===== src/core/ufr_pkg.sv =====
package ufr_pkg;

    // register offsets
    localparam logic [7:0] ADDR_PENDING = 8'h00;
    localparam logic [7:0] ADDR_MASK = 8'h01;
    localparam logic [7:0] ADDR_FUNC_ADDR = 8'h02;
    localparam logic [7:0] ADDR_HUB_PID_LO = 8'h15;
    localparam logic [7:0] ADDR_HUB_PID_HI = 8'h16;
    localparam logic [7:0] ADDR_HUB_VID_LO = 8'h17;
    localparam logic [7:0] ADDR_HUB_VID_HI = 8'h18;

    // per endpoint: index 0 ctrl_in, 1 ctrl_out, 2 intr_in
    localparam int EP_CTRL_IN = 0;
    localparam int EP_CTRL_OUT = 1;
    localparam int EP_INTR_IN = 2;
    localparam int NUM_EP = 3;
    localparam logic [2:0][7:0] ADDR_FIFO = {8'h10, 8'h09, 8'h04};
    localparam logic [2:0][7:0] ADDR_BYTE_COUNT = {8'h11, 8'h0A, 8'h05};
    localparam logic [2:0][7:0] ADDR_CTRL = {8'h12, 8'h0B, 8'h06};
    localparam logic [2:0][7:0] ADDR_STAT = {8'h13, 8'h0C, 8'h07};
    localparam logic [2:0][7:0] ADDR_FLAGS = {8'h14, 8'h0D, 8'h08};
    localparam logic [2:0][7:0] CTRL_WMASK = {8'hCB, 8'h8B, 8'h8B};

    // field positions
    localparam int BIT_SUSPEND = 4;
    localparam int BIT_FUNC_RESET = 3;
    localparam int CTL_ENABLE = 0;
    localparam int CTL_FIFO_EN = 1;
    localparam int FF_OVERRUN = 0;
    localparam int FF_UNDERRUN = 1;
    localparam int STAT_ACK = 0;

    // widths and reset values
    localparam int EVT_W = 5;
    localparam int BYTE_COUNT_W = 4;
    localparam int FADDR_W = 7;
    localparam logic [EVT_W-1:0] MASK_RESET = 5'h00;
    localparam logic [3:0] BITS_PER_BYTE = 4'h8;
    localparam logic [3:0] LAST_BIT = 4'h7;

    typedef enum logic [2:0] {
        I2C_IDLE = 3'b000,
        I2C_DEV = 3'b001,
        I2C_ACK_DEV = 3'b010,
        I2C_REG = 3'b011,
        I2C_WR = 3'b100,
        I2C_ACK_WR = 3'b101,
        I2C_RD = 3'b110,
        I2C_RD_ACK = 3'b111
    } ufr_i2c_st_t;

    // endpoint condition inputs from the transfer engine
    typedef struct packed {
        logic [2:0] ack_set;
        logic [2:0] overrun_set;
        logic [2:0] underrun_set;
        logic [2:0] fifo_empty;
        logic [2:0] fifo_full;
        logic [2:0][6:0] status_hi;
    } ufr_ep_in_t;

    typedef struct packed {
        logic [2:0] scl_sync;
        logic [2:0] sda_sync;
        logic scl_q;
        logic sda_q;
        ufr_i2c_st_t st;
        logic [3:0] cnt;
        logic [7:0] sh;
        logic [7:0] ptr;
        logic rw;
        logic nack;
        logic sda_oe;
        logic suspend_flag;
        logic function_reset_flag;
        logic suspend_req;
        logic reset_req;
        logic [2:0] evt;
        logic [EVT_W-1:0] mask;
        logic [FADDR_W-1:0] faddr;
        logic [2:0][BYTE_COUNT_W-1:0] byte_count;
        logic [2:0][7:0] ctrl;
        logic [2:0] ack;
        logic [2:0] overrun;
        logic [2:0] underrun;
        logic [15:0] hub_pid;
        logic [15:0] hub_vid;
        logic [1:0] tx_push;
        logic [7:0] tx_data;
        logic rx_pop;
        logic suspend_go;
        logic reset_go;
    } ufr_state_t;

endpackage


===== src/core/ufr_regs.sv =====
`timescale 1ns/10ps
// Function
// - irq stays high while any unmasked pending flag is set
// - masked sources still set their pending flag, only irq is held off
// - pending at 00h and mask at 01h share layout, sources in bits 4:0
// - suspend flag bit 4 sets on global or selective suspend detect
// - suspend entry waits until the suspend flag is cleared
// - suspend and function-reset flags clear on write 1, 0 keeps them
// - function-reset flag bit 3 sets when host starts port reset
// - function reset runs only after the function-reset flag is cleared
// - function reset keeps endpoint 0 rx/tx enables, reset flag and all mask bits; intr_in control clears
// - intr_in event bit 2 follows ack, overrun or underrun of endpoint 1
// - ctrl_out event bit 1 follows endpoint 0 receive ack/overrun/underrun
// - ctrl_in event bit 0 follows endpoint 0 transmit ack/overrun/underrun
// - endpoint event bits are read-only, clear with their cause
// - all five pending flags clear at power-on reset
// - 4-bit byte count registers at 05h, 0Ah and 11h
// - fifo flag registers at 08h, 0Dh, 14h: empty, full, underrun, overrun
// - 16-bit hub product and vendor codes at 15h to 18h, low byte first
// - registers take one byte per access, fifo ports stream bytes
// - transmit fifo ports are write-only, receive fifo port read-only
module ufr_regs #(
    parameter logic [6:0] DEV_ADDR = 7'h2A,
    // arbitrary neutral identity values
    parameter logic [15:0] HUB_PID_INIT = 16'h0001,
    parameter logic [15:0] HUB_VID_INIT = 16'h0001
) (
    // clock and reset
    input wire logic i_clk,
    input wire logic i_rst_n,
    // two-wire serial port
    input wire logic i_scl,
    input wire logic i_sda,
    output logic o_sda,
    output logic o_sda_oe,
    // hub and transfer engine conditions
    input wire logic i_suspend_det,
    input wire logic i_port_reset,
    input wire logic i_func_enabled,
    input wire ufr_pkg::ufr_ep_in_t i_ep,
    // fifo data paths
    output logic [1:0] o_tx_push,
    output logic [7:0] o_tx_data,
    output logic o_rx_pop,
    input wire logic [7:0] i_rx_data,
    // function control outputs
    output logic o_irq,
    output logic o_suspend_go,
    output logic o_function_reset,
    output logic [ufr_pkg::FADDR_W-1:0] o_func_addr,
    output logic [2:0][7:0] o_ep_ctrl,
    output logic [2:0][ufr_pkg::BYTE_COUNT_W-1:0] o_byte_count,
    output logic [15:0] o_hub_pid,
    output logic [15:0] o_hub_vid
);

    // reserved and ten-bit prefixes cannot be served
    if (DEV_ADDR[6:3] == 4'h0 || DEV_ADDR[6:3] == 4'hF) begin : g_chk
        $error("device address lies in a reserved range");
    end

    ufr_pkg::ufr_state_t r;
    ufr_pkg::ufr_state_t n;
    logic [1:0] rst_ff;
    logic rst_n_s;
    logic scl_rise;
    logic scl_fall;
    logic start_c;
    logic stop_c;
    logic do_load;
    logic wr_en;
    logic [7:0] wd;
    logic [7:0] rd;
    logic fr_go;
    logic susp_clr;
    logic function_reset_flag_clr;
    logic [2:0] ack_clr;
    logic [2:0] ovr_clr;
    logic [2:0] und_clr;

    function automatic logic [7:0] rd_byte(input ufr_pkg::ufr_state_t s,
                                           input ufr_pkg::ufr_ep_in_t e,
                                           input logic [7:0] rx,
                                           input logic fen);
        logic [7:0] v;
        v = 8'h00;
        unique case (s.ptr)
            ufr_pkg::ADDR_PENDING:
                v = {3'h0, s.suspend_flag, s.function_reset_flag, s.evt};
            ufr_pkg::ADDR_MASK: v = {3'h0, s.mask};
            ufr_pkg::ADDR_FUNC_ADDR: v = {fen, s.faddr};
            ufr_pkg::ADDR_HUB_PID_LO: v = s.hub_pid[7:0];
            ufr_pkg::ADDR_HUB_PID_HI: v = s.hub_pid[15:8];
            ufr_pkg::ADDR_HUB_VID_LO: v = s.hub_vid[7:0];
            ufr_pkg::ADDR_HUB_VID_HI: v = s.hub_vid[15:8];
            default: v = 8'h00;
        endcase
        // transmit fifo ports read as zero
        if (s.ptr == ufr_pkg::ADDR_FIFO[ufr_pkg::EP_CTRL_OUT]) begin
            v = rx;
        end
        for (int k = 0; k < ufr_pkg::NUM_EP; k++) begin
            if (s.ptr == ufr_pkg::ADDR_BYTE_COUNT[k]) begin
                v = {4'h0, s.byte_count[k]};
            end
            if (s.ptr == ufr_pkg::ADDR_CTRL[k]) begin
                v = s.ctrl[k];
            end
            if (s.ptr == ufr_pkg::ADDR_STAT[k]) begin
                v = {e.status_hi[k], s.ack[k]};
            end
            if (s.ptr == ufr_pkg::ADDR_FLAGS[k]) begin
                v = {4'h0, e.fifo_empty[k], e.fifo_full[k],
                     s.underrun[k], s.overrun[k]};
            end
        end
        return v;
    endfunction

    always_ff @(posedge i_clk or negedge i_rst_n) begin
        if (!i_rst_n) begin
            rst_ff <= 2'h0;
        end else begin
            rst_ff <= {rst_ff[0], 1'b1};
        end
    end
    assign rst_n_s = rst_ff[1];

    always_comb begin
        n = r;
        n.tx_push = 2'h0;
        n.rx_pop = 1'b0;
        n.suspend_go = 1'b0;
        n.reset_go = 1'b0;
        do_load = 1'b0;
        wr_en = 1'b0;
        wd = r.sh;
        rd = 8'h00;
        susp_clr = 1'b0;
        function_reset_flag_clr = 1'b0;
        ack_clr = 3'h0;
        ovr_clr = 3'h0;
        und_clr = 3'h0;
        fr_go = r.reset_req && !r.function_reset_flag;

        // pin filtering: second and third stage must agree
        n.scl_sync = {r.scl_sync[1:0], i_scl};
        n.sda_sync = {r.sda_sync[1:0], i_sda};
        if (r.scl_sync[1] == r.scl_sync[2]) begin
            n.scl_q = r.scl_sync[2];
        end
        if (r.sda_sync[1] == r.sda_sync[2]) begin
            n.sda_q = r.sda_sync[2];
        end
        scl_rise = n.scl_q && !r.scl_q;
        scl_fall = !n.scl_q && r.scl_q;
        start_c = r.scl_q && n.scl_q && r.sda_q && !n.sda_q;
        stop_c = r.scl_q && n.scl_q && !r.sda_q && n.sda_q;

        // serial engine; pointer never advances, so register accesses
        // stay single byte while fifo ports stream
        if (start_c) begin
            n.st = ufr_pkg::I2C_DEV;
            n.cnt = 4'h0;
            n.sda_oe = 1'b0;
        end else if (stop_c) begin
            n.st = ufr_pkg::I2C_IDLE;
            n.sda_oe = 1'b0;
        end else if (scl_rise) begin
            if (r.st == ufr_pkg::I2C_RD_ACK) begin
                n.nack = n.sda_q;
            end else if (r.st == ufr_pkg::I2C_DEV
                         || r.st == ufr_pkg::I2C_REG
                         || r.st == ufr_pkg::I2C_WR) begin
                n.sh = {r.sh[6:0], n.sda_q};
                n.cnt = r.cnt + 4'h1;
            end
        end else if (scl_fall) begin
            unique case (r.st)
                ufr_pkg::I2C_IDLE: begin
                end
                ufr_pkg::I2C_DEV: begin
                    if (r.cnt == ufr_pkg::BITS_PER_BYTE) begin
                        if (r.sh[7:1] == DEV_ADDR) begin
                            n.sda_oe = 1'b1;
                            n.rw = r.sh[0];
                            n.st = ufr_pkg::I2C_ACK_DEV;
                        end else begin
                            n.st = ufr_pkg::I2C_IDLE;
                        end
                    end
                end
                ufr_pkg::I2C_ACK_DEV: begin
                    n.cnt = 4'h0;
                    if (r.rw) begin
                        do_load = 1'b1;
                    end else begin
                        n.sda_oe = 1'b0;
                        n.st = ufr_pkg::I2C_REG;
                    end
                end
                ufr_pkg::I2C_REG: begin
                    if (r.cnt == ufr_pkg::BITS_PER_BYTE) begin
                        n.ptr = r.sh;
                        n.sda_oe = 1'b1;
                        n.st = ufr_pkg::I2C_ACK_WR;
                    end
                end
                ufr_pkg::I2C_WR: begin
                    if (r.cnt == ufr_pkg::BITS_PER_BYTE) begin
                        wr_en = 1'b1;
                        n.sda_oe = 1'b1;
                        n.st = ufr_pkg::I2C_ACK_WR;
                    end
                end
                ufr_pkg::I2C_ACK_WR: begin
                    n.sda_oe = 1'b0;
                    n.cnt = 4'h0;
                    n.st = ufr_pkg::I2C_WR;
                end
                ufr_pkg::I2C_RD: begin
                    if (r.cnt == ufr_pkg::LAST_BIT) begin
                        n.sda_oe = 1'b0;
                        n.st = ufr_pkg::I2C_RD_ACK;
                    end else begin
                        n.sh = {r.sh[6:0], 1'b0};
                        n.sda_oe = !r.sh[6];
                        n.cnt = r.cnt + 4'h1;
                    end
                end
                ufr_pkg::I2C_RD_ACK: begin
                    if (r.nack) begin
                        n.st = ufr_pkg::I2C_IDLE;
                    end else begin
                        n.cnt = 4'h0;
                        do_load = 1'b1;
                    end
                end
            endcase
        end

        if (do_load) begin
            rd = rd_byte(r, i_ep, i_rx_data, i_func_enabled);
            n.sh = rd;
            n.sda_oe = !rd[7];
            n.st = ufr_pkg::I2C_RD;
            n.rx_pop = (r.ptr == ufr_pkg::ADDR_FIFO[ufr_pkg::EP_CTRL_OUT]);
        end

        // function reset wipes function state but not the serial engine
        if (fr_go) begin
            n.reset_go = 1'b1;
            n.faddr = '0;
            n.byte_count = '0;
            n.ack = 3'h0;
            n.overrun = 3'h0;
            n.underrun = 3'h0;
            n.suspend_flag = 1'b0;
            n.suspend_req = 1'b0;
            n.tx_data = 8'h00;
            n.ctrl[ufr_pkg::EP_INTR_IN] = 8'h00;
            for (int k = 0; k < 2; k++) begin
                n.ctrl[k] = r.ctrl[k] & 8'h01;
            end
        end

        if (wr_en) begin
            unique case (r.ptr)
                ufr_pkg::ADDR_PENDING: begin
                    susp_clr = wd[ufr_pkg::BIT_SUSPEND];
                    function_reset_flag_clr = wd[ufr_pkg::BIT_FUNC_RESET];
                end
                ufr_pkg::ADDR_MASK: n.mask = wd[ufr_pkg::EVT_W-1:0];
                ufr_pkg::ADDR_FUNC_ADDR: n.faddr = wd[6:0];
                ufr_pkg::ADDR_HUB_PID_LO: n.hub_pid[7:0] = wd;
                ufr_pkg::ADDR_HUB_PID_HI: n.hub_pid[15:8] = wd;
                ufr_pkg::ADDR_HUB_VID_LO: n.hub_vid[7:0] = wd;
                ufr_pkg::ADDR_HUB_VID_HI: n.hub_vid[15:8] = wd;
                default: begin
                end
            endcase
            for (int k = 0; k < ufr_pkg::NUM_EP; k++) begin
                if (r.ptr == ufr_pkg::ADDR_FIFO[k] && k != 1) begin
                    n.tx_push[k/2] = 1'b1;
                    n.tx_data = wd;
                end
                if (r.ptr == ufr_pkg::ADDR_BYTE_COUNT[k]) begin
                    n.byte_count[k] = wd[ufr_pkg::BYTE_COUNT_W-1:0];
                    n.ctrl[k][ufr_pkg::CTL_FIFO_EN] = 1'b1;
                end
                if (r.ptr == ufr_pkg::ADDR_CTRL[k]) begin
                    n.ctrl[k] = wd & ufr_pkg::CTRL_WMASK[k];
                end
                if (r.ptr == ufr_pkg::ADDR_STAT[k]) begin
                    ack_clr[k] = wd[ufr_pkg::STAT_ACK];
                end
                if (r.ptr == ufr_pkg::ADDR_FLAGS[k]) begin
                    ovr_clr[k] = wd[ufr_pkg::FF_OVERRUN];
                    und_clr[k] = wd[ufr_pkg::FF_UNDERRUN];
                end
            end
        end

        // sticky causes: set beats clear
        n.ack = (n.ack & ~ack_clr) | i_ep.ack_set;
        n.overrun = (n.overrun & ~ovr_clr) | i_ep.overrun_set;
        n.underrun = (n.underrun & ~und_clr) | i_ep.underrun_set;
        // event bits follow their causes, writes cannot touch them
        n.evt = n.ack | n.overrun
                | n.underrun;

        n.suspend_flag = (n.suspend_flag & ~susp_clr)
                         | i_suspend_det;
        n.function_reset_flag = (r.function_reset_flag & ~function_reset_flag_clr)
                                | i_port_reset;
        // low-power entry held until firmware acknowledges
        if (r.suspend_req && !r.suspend_flag && !fr_go) begin
            n.suspend_go = 1'b1;
            n.suspend_req = 1'b0;
        end
        if (fr_go) begin
            n.reset_req = 1'b0;
        end
        if (i_suspend_det) begin
            n.suspend_req = 1'b1;
        end
        if (i_port_reset) begin
            n.reset_req = 1'b1;
        end
    end

    always_ff @(posedge i_clk or negedge rst_n_s) begin
        if (!rst_n_s) begin
            r <= '0;
            r.scl_sync <= 3'h7;
            r.sda_sync <= 3'h7;
            r.scl_q <= 1'b1;
            r.sda_q <= 1'b1;
            r.mask <= ufr_pkg::MASK_RESET;
            r.hub_pid <= HUB_PID_INIT;
            r.hub_vid <= HUB_VID_INIT;
        end else begin
            r <= n;
        end
    end

    // open drain: only ever pulls low
    assign o_sda = 1'b0;
    assign o_sda_oe = r.sda_oe;
    assign o_irq = |({r.suspend_flag, r.function_reset_flag, r.evt}
                     & ~r.mask);
    assign o_suspend_go = r.suspend_go;
    assign o_function_reset = r.reset_go;
    assign o_tx_push = r.tx_push;
    assign o_tx_data = r.tx_data;
    assign o_rx_pop = r.rx_pop;
    assign o_func_addr = r.faddr;
    assign o_ep_ctrl = r.ctrl;
    assign o_byte_count = r.byte_count;
    assign o_hub_pid = r.hub_pid;
    assign o_hub_vid = r.hub_vid;

endmodule


===== config.mk =====
export PLATFORM = sky130hd
export DESIGN_NAME = ufr_regs
export DESIGN_NICKNAME = d
export VERILOG_FILES = /design/src/core/ufr_pkg.sv /design/src/core/ufr_regs.sv
export SDC_FILE = /design/constraint.sdc
export NUM_CORES = 1
export LEC_CHECK = 0
export ABC_AREA = 1
export CAP_MARGIN = 15
export CORE_AREA = 2 2 114 116
export DETAILED_ROUTE_END_ITERATION = 8
export DIE_AREA = 0 0 116 118
export DONT_BUFFER_PORTS = 1
export PLACE_DENSITY = 0.88
export SYNTH_ARGS = -nofsm -noshare
export SYNTH_HDL_FRONTEND = slang
export SYNTH_SLANG_ARGS = --single-unit

===== constraint.sdc =====
create_clock -name i_clk -period 7.6 [get_ports i_clk]
set_input_delay 2.28 -clock i_clk [delete_from_list [all_inputs] [get_ports i_clk]]
set_output_delay 2.28 -clock i_clk [all_outputs]
set_load 0.05 [all_outputs]

# ---- Word level (Yosys, flattened, before mapping)
# Index checks and enable logic that the tools add are counted.
dict set report classes {
  n_bitwise 22
  eq_ne 50
  reduce_logical 46
  n_mux 112
  add_sub_neg 1
}
# op n
set ops {}
lappend ops {{8-bit 2-to-1 mux} 23}
lappend ops {{8-bit by 5-bit equality test with 1-bit output, second input constant} 9}
lappend ops {{8-bit one-hot mux with 7 select lines} 1}
lappend ops {{1-bit 2-to-1 mux} 54}
lappend ops {{52-bit 2-to-1 mux} 1}
lappend ops {{8-bit by 4-bit equality test with 1-bit output, second input constant} 6}
lappend ops {{12-bit 2-to-1 mux} 4}
lappend ops {{43-bit 2-to-1 mux} 1}
lappend ops {{3-bit 2-to-1 mux} 11}
lappend ops {{8-bit by 3-bit equality test with 1-bit output, second input constant} 4}
lappend ops {{7-bit AND reduction} 4}
lappend ops {{24-bit 2-to-1 mux} 1}
lappend ops {{22-bit 2-to-1 mux} 1}
lappend ops {{18-bit 2-to-1 mux} 1}
lappend ops {{9-bit 2-to-1 mux} 2}
lappend ops {{3-bit one-hot mux with 6 select lines} 1}
lappend ops {{4-bit 2-to-1 mux} 4}
lappend ops {{5-bit != test, second input constant} 3}
lappend ops {{3-bit bitwise OR} 5}
lappend ops {{7-bit 2-to-1 mux} 2}
lappend ops {{3-bit equality test, second input constant} 4}
lappend ops {{3-bit != test, second input constant} 4}
lappend ops {{4-bit one-hot mux with 3 select lines} 1}
lappend ops {{3-bit nonzero test} 4}
lappend ops {{42 further kinds} 80}
dict set report totals {
  ff_bits 145
  wordCells 268
  inputBits 51
}

# ---- Depth between registers and ports, before layout
dict set report logic_depth {
  depth_word 18
  mapped_depth 18
  depth_no_buf 18
}

# ---- Worst setup path before layout
# OpenSTA, ideal clock, no wires.
dict set report synth_timing {
  path_type {reg-to-output}
  start {register r[97] in the netlist's numbering}
  end {output port o_irq}
  path_buffers 0
  required_ps 5320
  slack_ps 4106
  arrival_ps 1214
  stages_incl_launch_ff 2
  path_cell_list {dfrtp_1 -> o221ai_1}
}
dict set report synth_via {
  elab_chain_cells 3
}
# item line
set synth_rtl {}
lappend synth_rtl {{start, declared} ufr_regs.sv:62} ;# ufr_pkg::ufr_state_t r;
lappend synth_rtl {{start signal, assigned} ufr_regs.sv:343} ;# r <= n;
lappend synth_rtl {{5-bit inverter} ufr_regs.sv:351} ;# & ~r.mask);
lappend synth_rtl {{5-bit AND} ufr_regs.sv:351}
lappend synth_rtl {{5-bit OR reduction} ufr_regs.sv:350} ;# assign o_irq = |({r.suspend_flag, r.function_reset_flag, r.evt}
lappend synth_rtl {{end, declared} ufr_regs.sv:47} ;# output logic o_irq,
# Every way passes these cells.

# ---- Worst setup path after layout
dict set report layout_timing {
  start {register r[104] in the netlist's numbering}
  end {output port o_irq}
}
dict set report layout_via {
  elab_chain_cells 2
}
# item line
set layout_rtl {}
lappend layout_rtl {{5-bit AND} ufr_regs.sv:351}
lappend layout_rtl {{5-bit OR reduction} ufr_regs.sv:350}
# Every way passes these cells.

==> results.py <==
metrics = {
    "run_status": {
        "status": "complete, no violations",
    },
    "floorplanning": {
        "rows": 41,
        "die_h_um": 118,
        "core_area_um2": 12400,
        "num_io_pins": 142,
        "die_x_um": 116,
        "dieArea_um2": 13700,
        "start_util": 0.642,
    },
    "worst_setup_path": {
        "r2r-start": "r[136]",
        "crit_type": "reg2out",
        "startpoint": "r[104]",
        "r2r-end": "o_tx_data[0]",
        "critPathArrivalTime_ns": 1.46,
        "timing.reg2reg.setup_slack_ns": 4.50,
        "required_ns": 5.32,
        "cp-endpoint": "o_irq",
        "end_kind": "output port",
        "crit_path_start_kind": "flop",
        "r2r_cells": 11,
        "crit_fanout": 2,
    },
    "sta": {
        "timing.hold.ws_ns": 0.354,
        "fin_tns_setup_ns": 0,
        "finClkSkew_ns": 0.00846,
        "relSlewSlack": 0.310,
        "drv_slew": 0,
        "worst_pin_slew_ns": 1.04,
        "rsz0062_at_grt": "no",
        "timing.final.crit_share": 0.492,
        "max_freq_ghz": 0.267,
        "period_minus_slack_ns": 3.74,
        "finalHoldViolCount": 0,
        "setup_viol": 0,
    },
    "clock_network": {
        "cts_buffers": 17,
        "clk_pin_slew_ns": 0.06,
        "cts_hold_repair.buffers": 0,
        "clock_sinks": 145,
        "insertion_delay_ns": 0.44,
        "cts_resized": 0,
        "cts-root-buf": "clkbuf_16",
        "clock_path_buffers": 2,
        "post_cts_buffers": 0,
        "tritoncts": "yes",
        "cts.htree.levels": 4,
    },
    "detailed_routing": {
        "drt_iter0_drc": 959,
        "post_drt_via_cell_ratio": 6.02,
        "wl_per_cell_um": 19.7,
        "wl_um": 21800,
        "dr.pass1.iters": 6,
        "ant_nets": 0,
        "vias": 6645,
        "drcViolationCount": 0,
    },
    "global_routing": {
        "antenna_found_initial": 0,
        "grt_pass1_vias": 6153,
        "grt_use_total": 0.325,
        "overflow": 0,
        "grt.met1_usage": 0.417,
        "grtUsageMet3": 0.106,
        "grt_max_degree": 82,
        "grt.busiest_layer": "met2",
        "grt_pass1_wl_um": 33500,
        "grt_use_met2": 0.495,
    },
    "power": {
        "switchingPower_w": 0.000680,
        "powerDensity_nw_per_um2": 255,
        "ir_drop_v": 0.000189,
        "switching_share": 0.333,
        "combPwrFrac": 0.139,
        "p_int_w": 0.00136,
        "seq_power_share": 0.476,
        "p_clk_frac": 0.385,
        "power.leakage_nw": 3.75,
    },
    "place": {
        "globalplace.congestion": 0.969,
        "io_buffers": 0,
        "hpwl_um": 15800,
    },
    "logic_synthesis": {
        "synth_cells": 1006,
        "avgSynthCellArea_um2": 7.93,
        "synthesis.nets": 1062,
        "ys_seq_area_frac": 0.457,
        "synth-main-ff-cell": "dfrtp_1",
        "ys_seq_elements": 145,
        "yosysWarnings": 0,
        "synth_edf_count": 0,
        "synth_area_um2": 7970,
        "ys_async_sr_fraction": 1.00,
        "synthDistinctLibCells": 44,
    },
    "layout": {
        "layout_commonest_cell": "nand2_1",
        "nNetsFinal": 974,
        "final_core_util": 0.646,
        "diodes": 0,
        "final_cell_mix": "nand2_1, dfrtp_1, inv_1",
        "area.growth.synth_to_final_pct": 0.534,
        "layout-drive-gt1-share": 0.114,
    },
    "hold_path": {
        "hold_path_class": "reg2reg",
    },
    "run": {
        "cap_viol_max_count": 0,
    },
}
## registers in the layout (all words and copies together), names as in the netlist, 2 cells and up
| signal | flops |
|---|---|
| r | 42 |
| o_ep_ctrl | 24 |
| o_hub_pid | 16 |
| o_hub_vid | 16 |
| o_byte_count | 12 |
| o_tx_data | 8 |
| wd | 8 |
| o_func_addr | 7 |
| n | 4 |
| o_tx_push | 2 |
| rst_ff | 2 |
## worst min-delay path by stage
stage	from	endpoint	cells past startpoint	slack (ns)
global route	rst_ff[0]	rst_ff[1]	0	0.35
global placement	rst_ff[0]	rst_ff[1]	0	0.33
detailed placement	rst_ff[0]	rst_ff[1]	0	0.34
floorplan	rst_ff[0]	rst_ff[1]	0	0.33
finish	rst_ff[0]	rst_ff[1]	0	0.35
CTS	rst_ff[0]	rst_ff[1]	0	0.35
## worst max-delay path, cell delays in order, from the launching register on
cell and delay (ns):
dfrtp_1 0.36, inv_1 0.07, o22ai_1 0.08, a21oi_1 0.14, o221ai_1 0.16, buf_4 0.22
## cell families after synthesis
group,count (synthesis),share of synthesized area
fa+ha+maj,5,0.00785
compound gates,176,0.130
simple gates,455,0.256
flops,145,0.457
buf+inv,223,0.149
other cells,2,0.000942
## power by group through the flow
stage | Sequential [W] | Combinational [W] | Clock (W)
5_1_grt | 0.000979 | 0.000311 | 0.000829
6_report | 0.000972 | 0.000283 | 0.000787
2_1_floorplan | 0.000887 | 0.000288 | 0
3_3_place_gp | 0.000981 | 0.000277 | 0
4_1_cts | 0.000969 | 0.000278 | 0.000791
3_5_place_dp | 0.000982 | 0.000276 | 0
## synth_stat cells (2+ instances only)
master / number / share of area
nand2_1: 237 / 0.11
dfrtp_1: 135 / 0.42
inv_1: 95 / 0.045
nor2_1: 89 / 0.042
buf_4: 87 / 0.082
o21ai_0: 76 / 0.048
nand3_1: 53 / 0.033
a21oi_1: 35 / 0.022
nor3_1: 22 / 0.014
o31ai_1: 18 / 0.017
nand4_1: 16 / 0.013
inv_2: 15 / 0.0071
a31oi_1: 13 / 0.010
clkbuf_1: 12 / 0.0056
buf_2: 11 / 0.0069
dfstp_2: 10 / 0.033
nor2_2: 9 / 0.0071
o21ai_2: 9 / 0.0099
nand2_2: 7 / 0.0055
a22oi_1: 5 / 0.0047
ha_1: 5 / 0.0078
nor3_2: 5 / 0.0063
o21ai_1: 5 / 0.0031
a221oi_1: 4 / 0.0044
nand3_2: 4 / 0.0050
nor2_4: 4 / 0.0056
o22ai_1: 4 / 0.0031
a211oi_1: 2 / 0.0019
buf_1: 2 / 0.00094
conb_1: 2 / 0.00094
nand3_4: 2 / 0.0044
## metal layers
| metal | up-vias | routed length [µm] |
|---|---|---|
| met5 | - | 0 |
| met4 | 0 | 885 |
| met3 | 76 | 2320 |
| met2 | 400 | 10200 |
| met1 | 3147 | 8390 |
| li1 | 3022 | - |
## final cells by class
| type | instances | area, µm² |
|---|---|---|
| Clock inverter | 10 | 86.3 |
| Inverter | 110 | 413 |
| Timing Repair Buffer | 6 | 45.0 |
| Multi-Input combinational cell | 638 | 3150 |
| Fill cell | 1052 | 4400 |
| Clock buffer | 22 | 464 |
| Sequential cell | 145 | 3640 |
| Tap cell | 172 | 215 |
## stage by stage
| stage | instances | instance area [µm²] | setup slack, ns | power, W |
|---|---|---|---|---|
| 3_5_place_dp | 1071 | 7460 | 4.29 | 0.00126 |
| 6_report | 1103 | 8020 | 3.86 | 0.00204 |
| 4_1_cts | 1103 | 8020 | 3.88 | 0.00204 |
| 5_1_grt | 1103 | 8020 | 3.81 | 0.00212 |
| 2_1_floorplan | 1006 | 7970 | 3.28 | 0.00118 |
| 3_3_place_gp | 1071 | 7460 | 4.32 | 0.00126 |
Power figures use the tool's default switching activity.
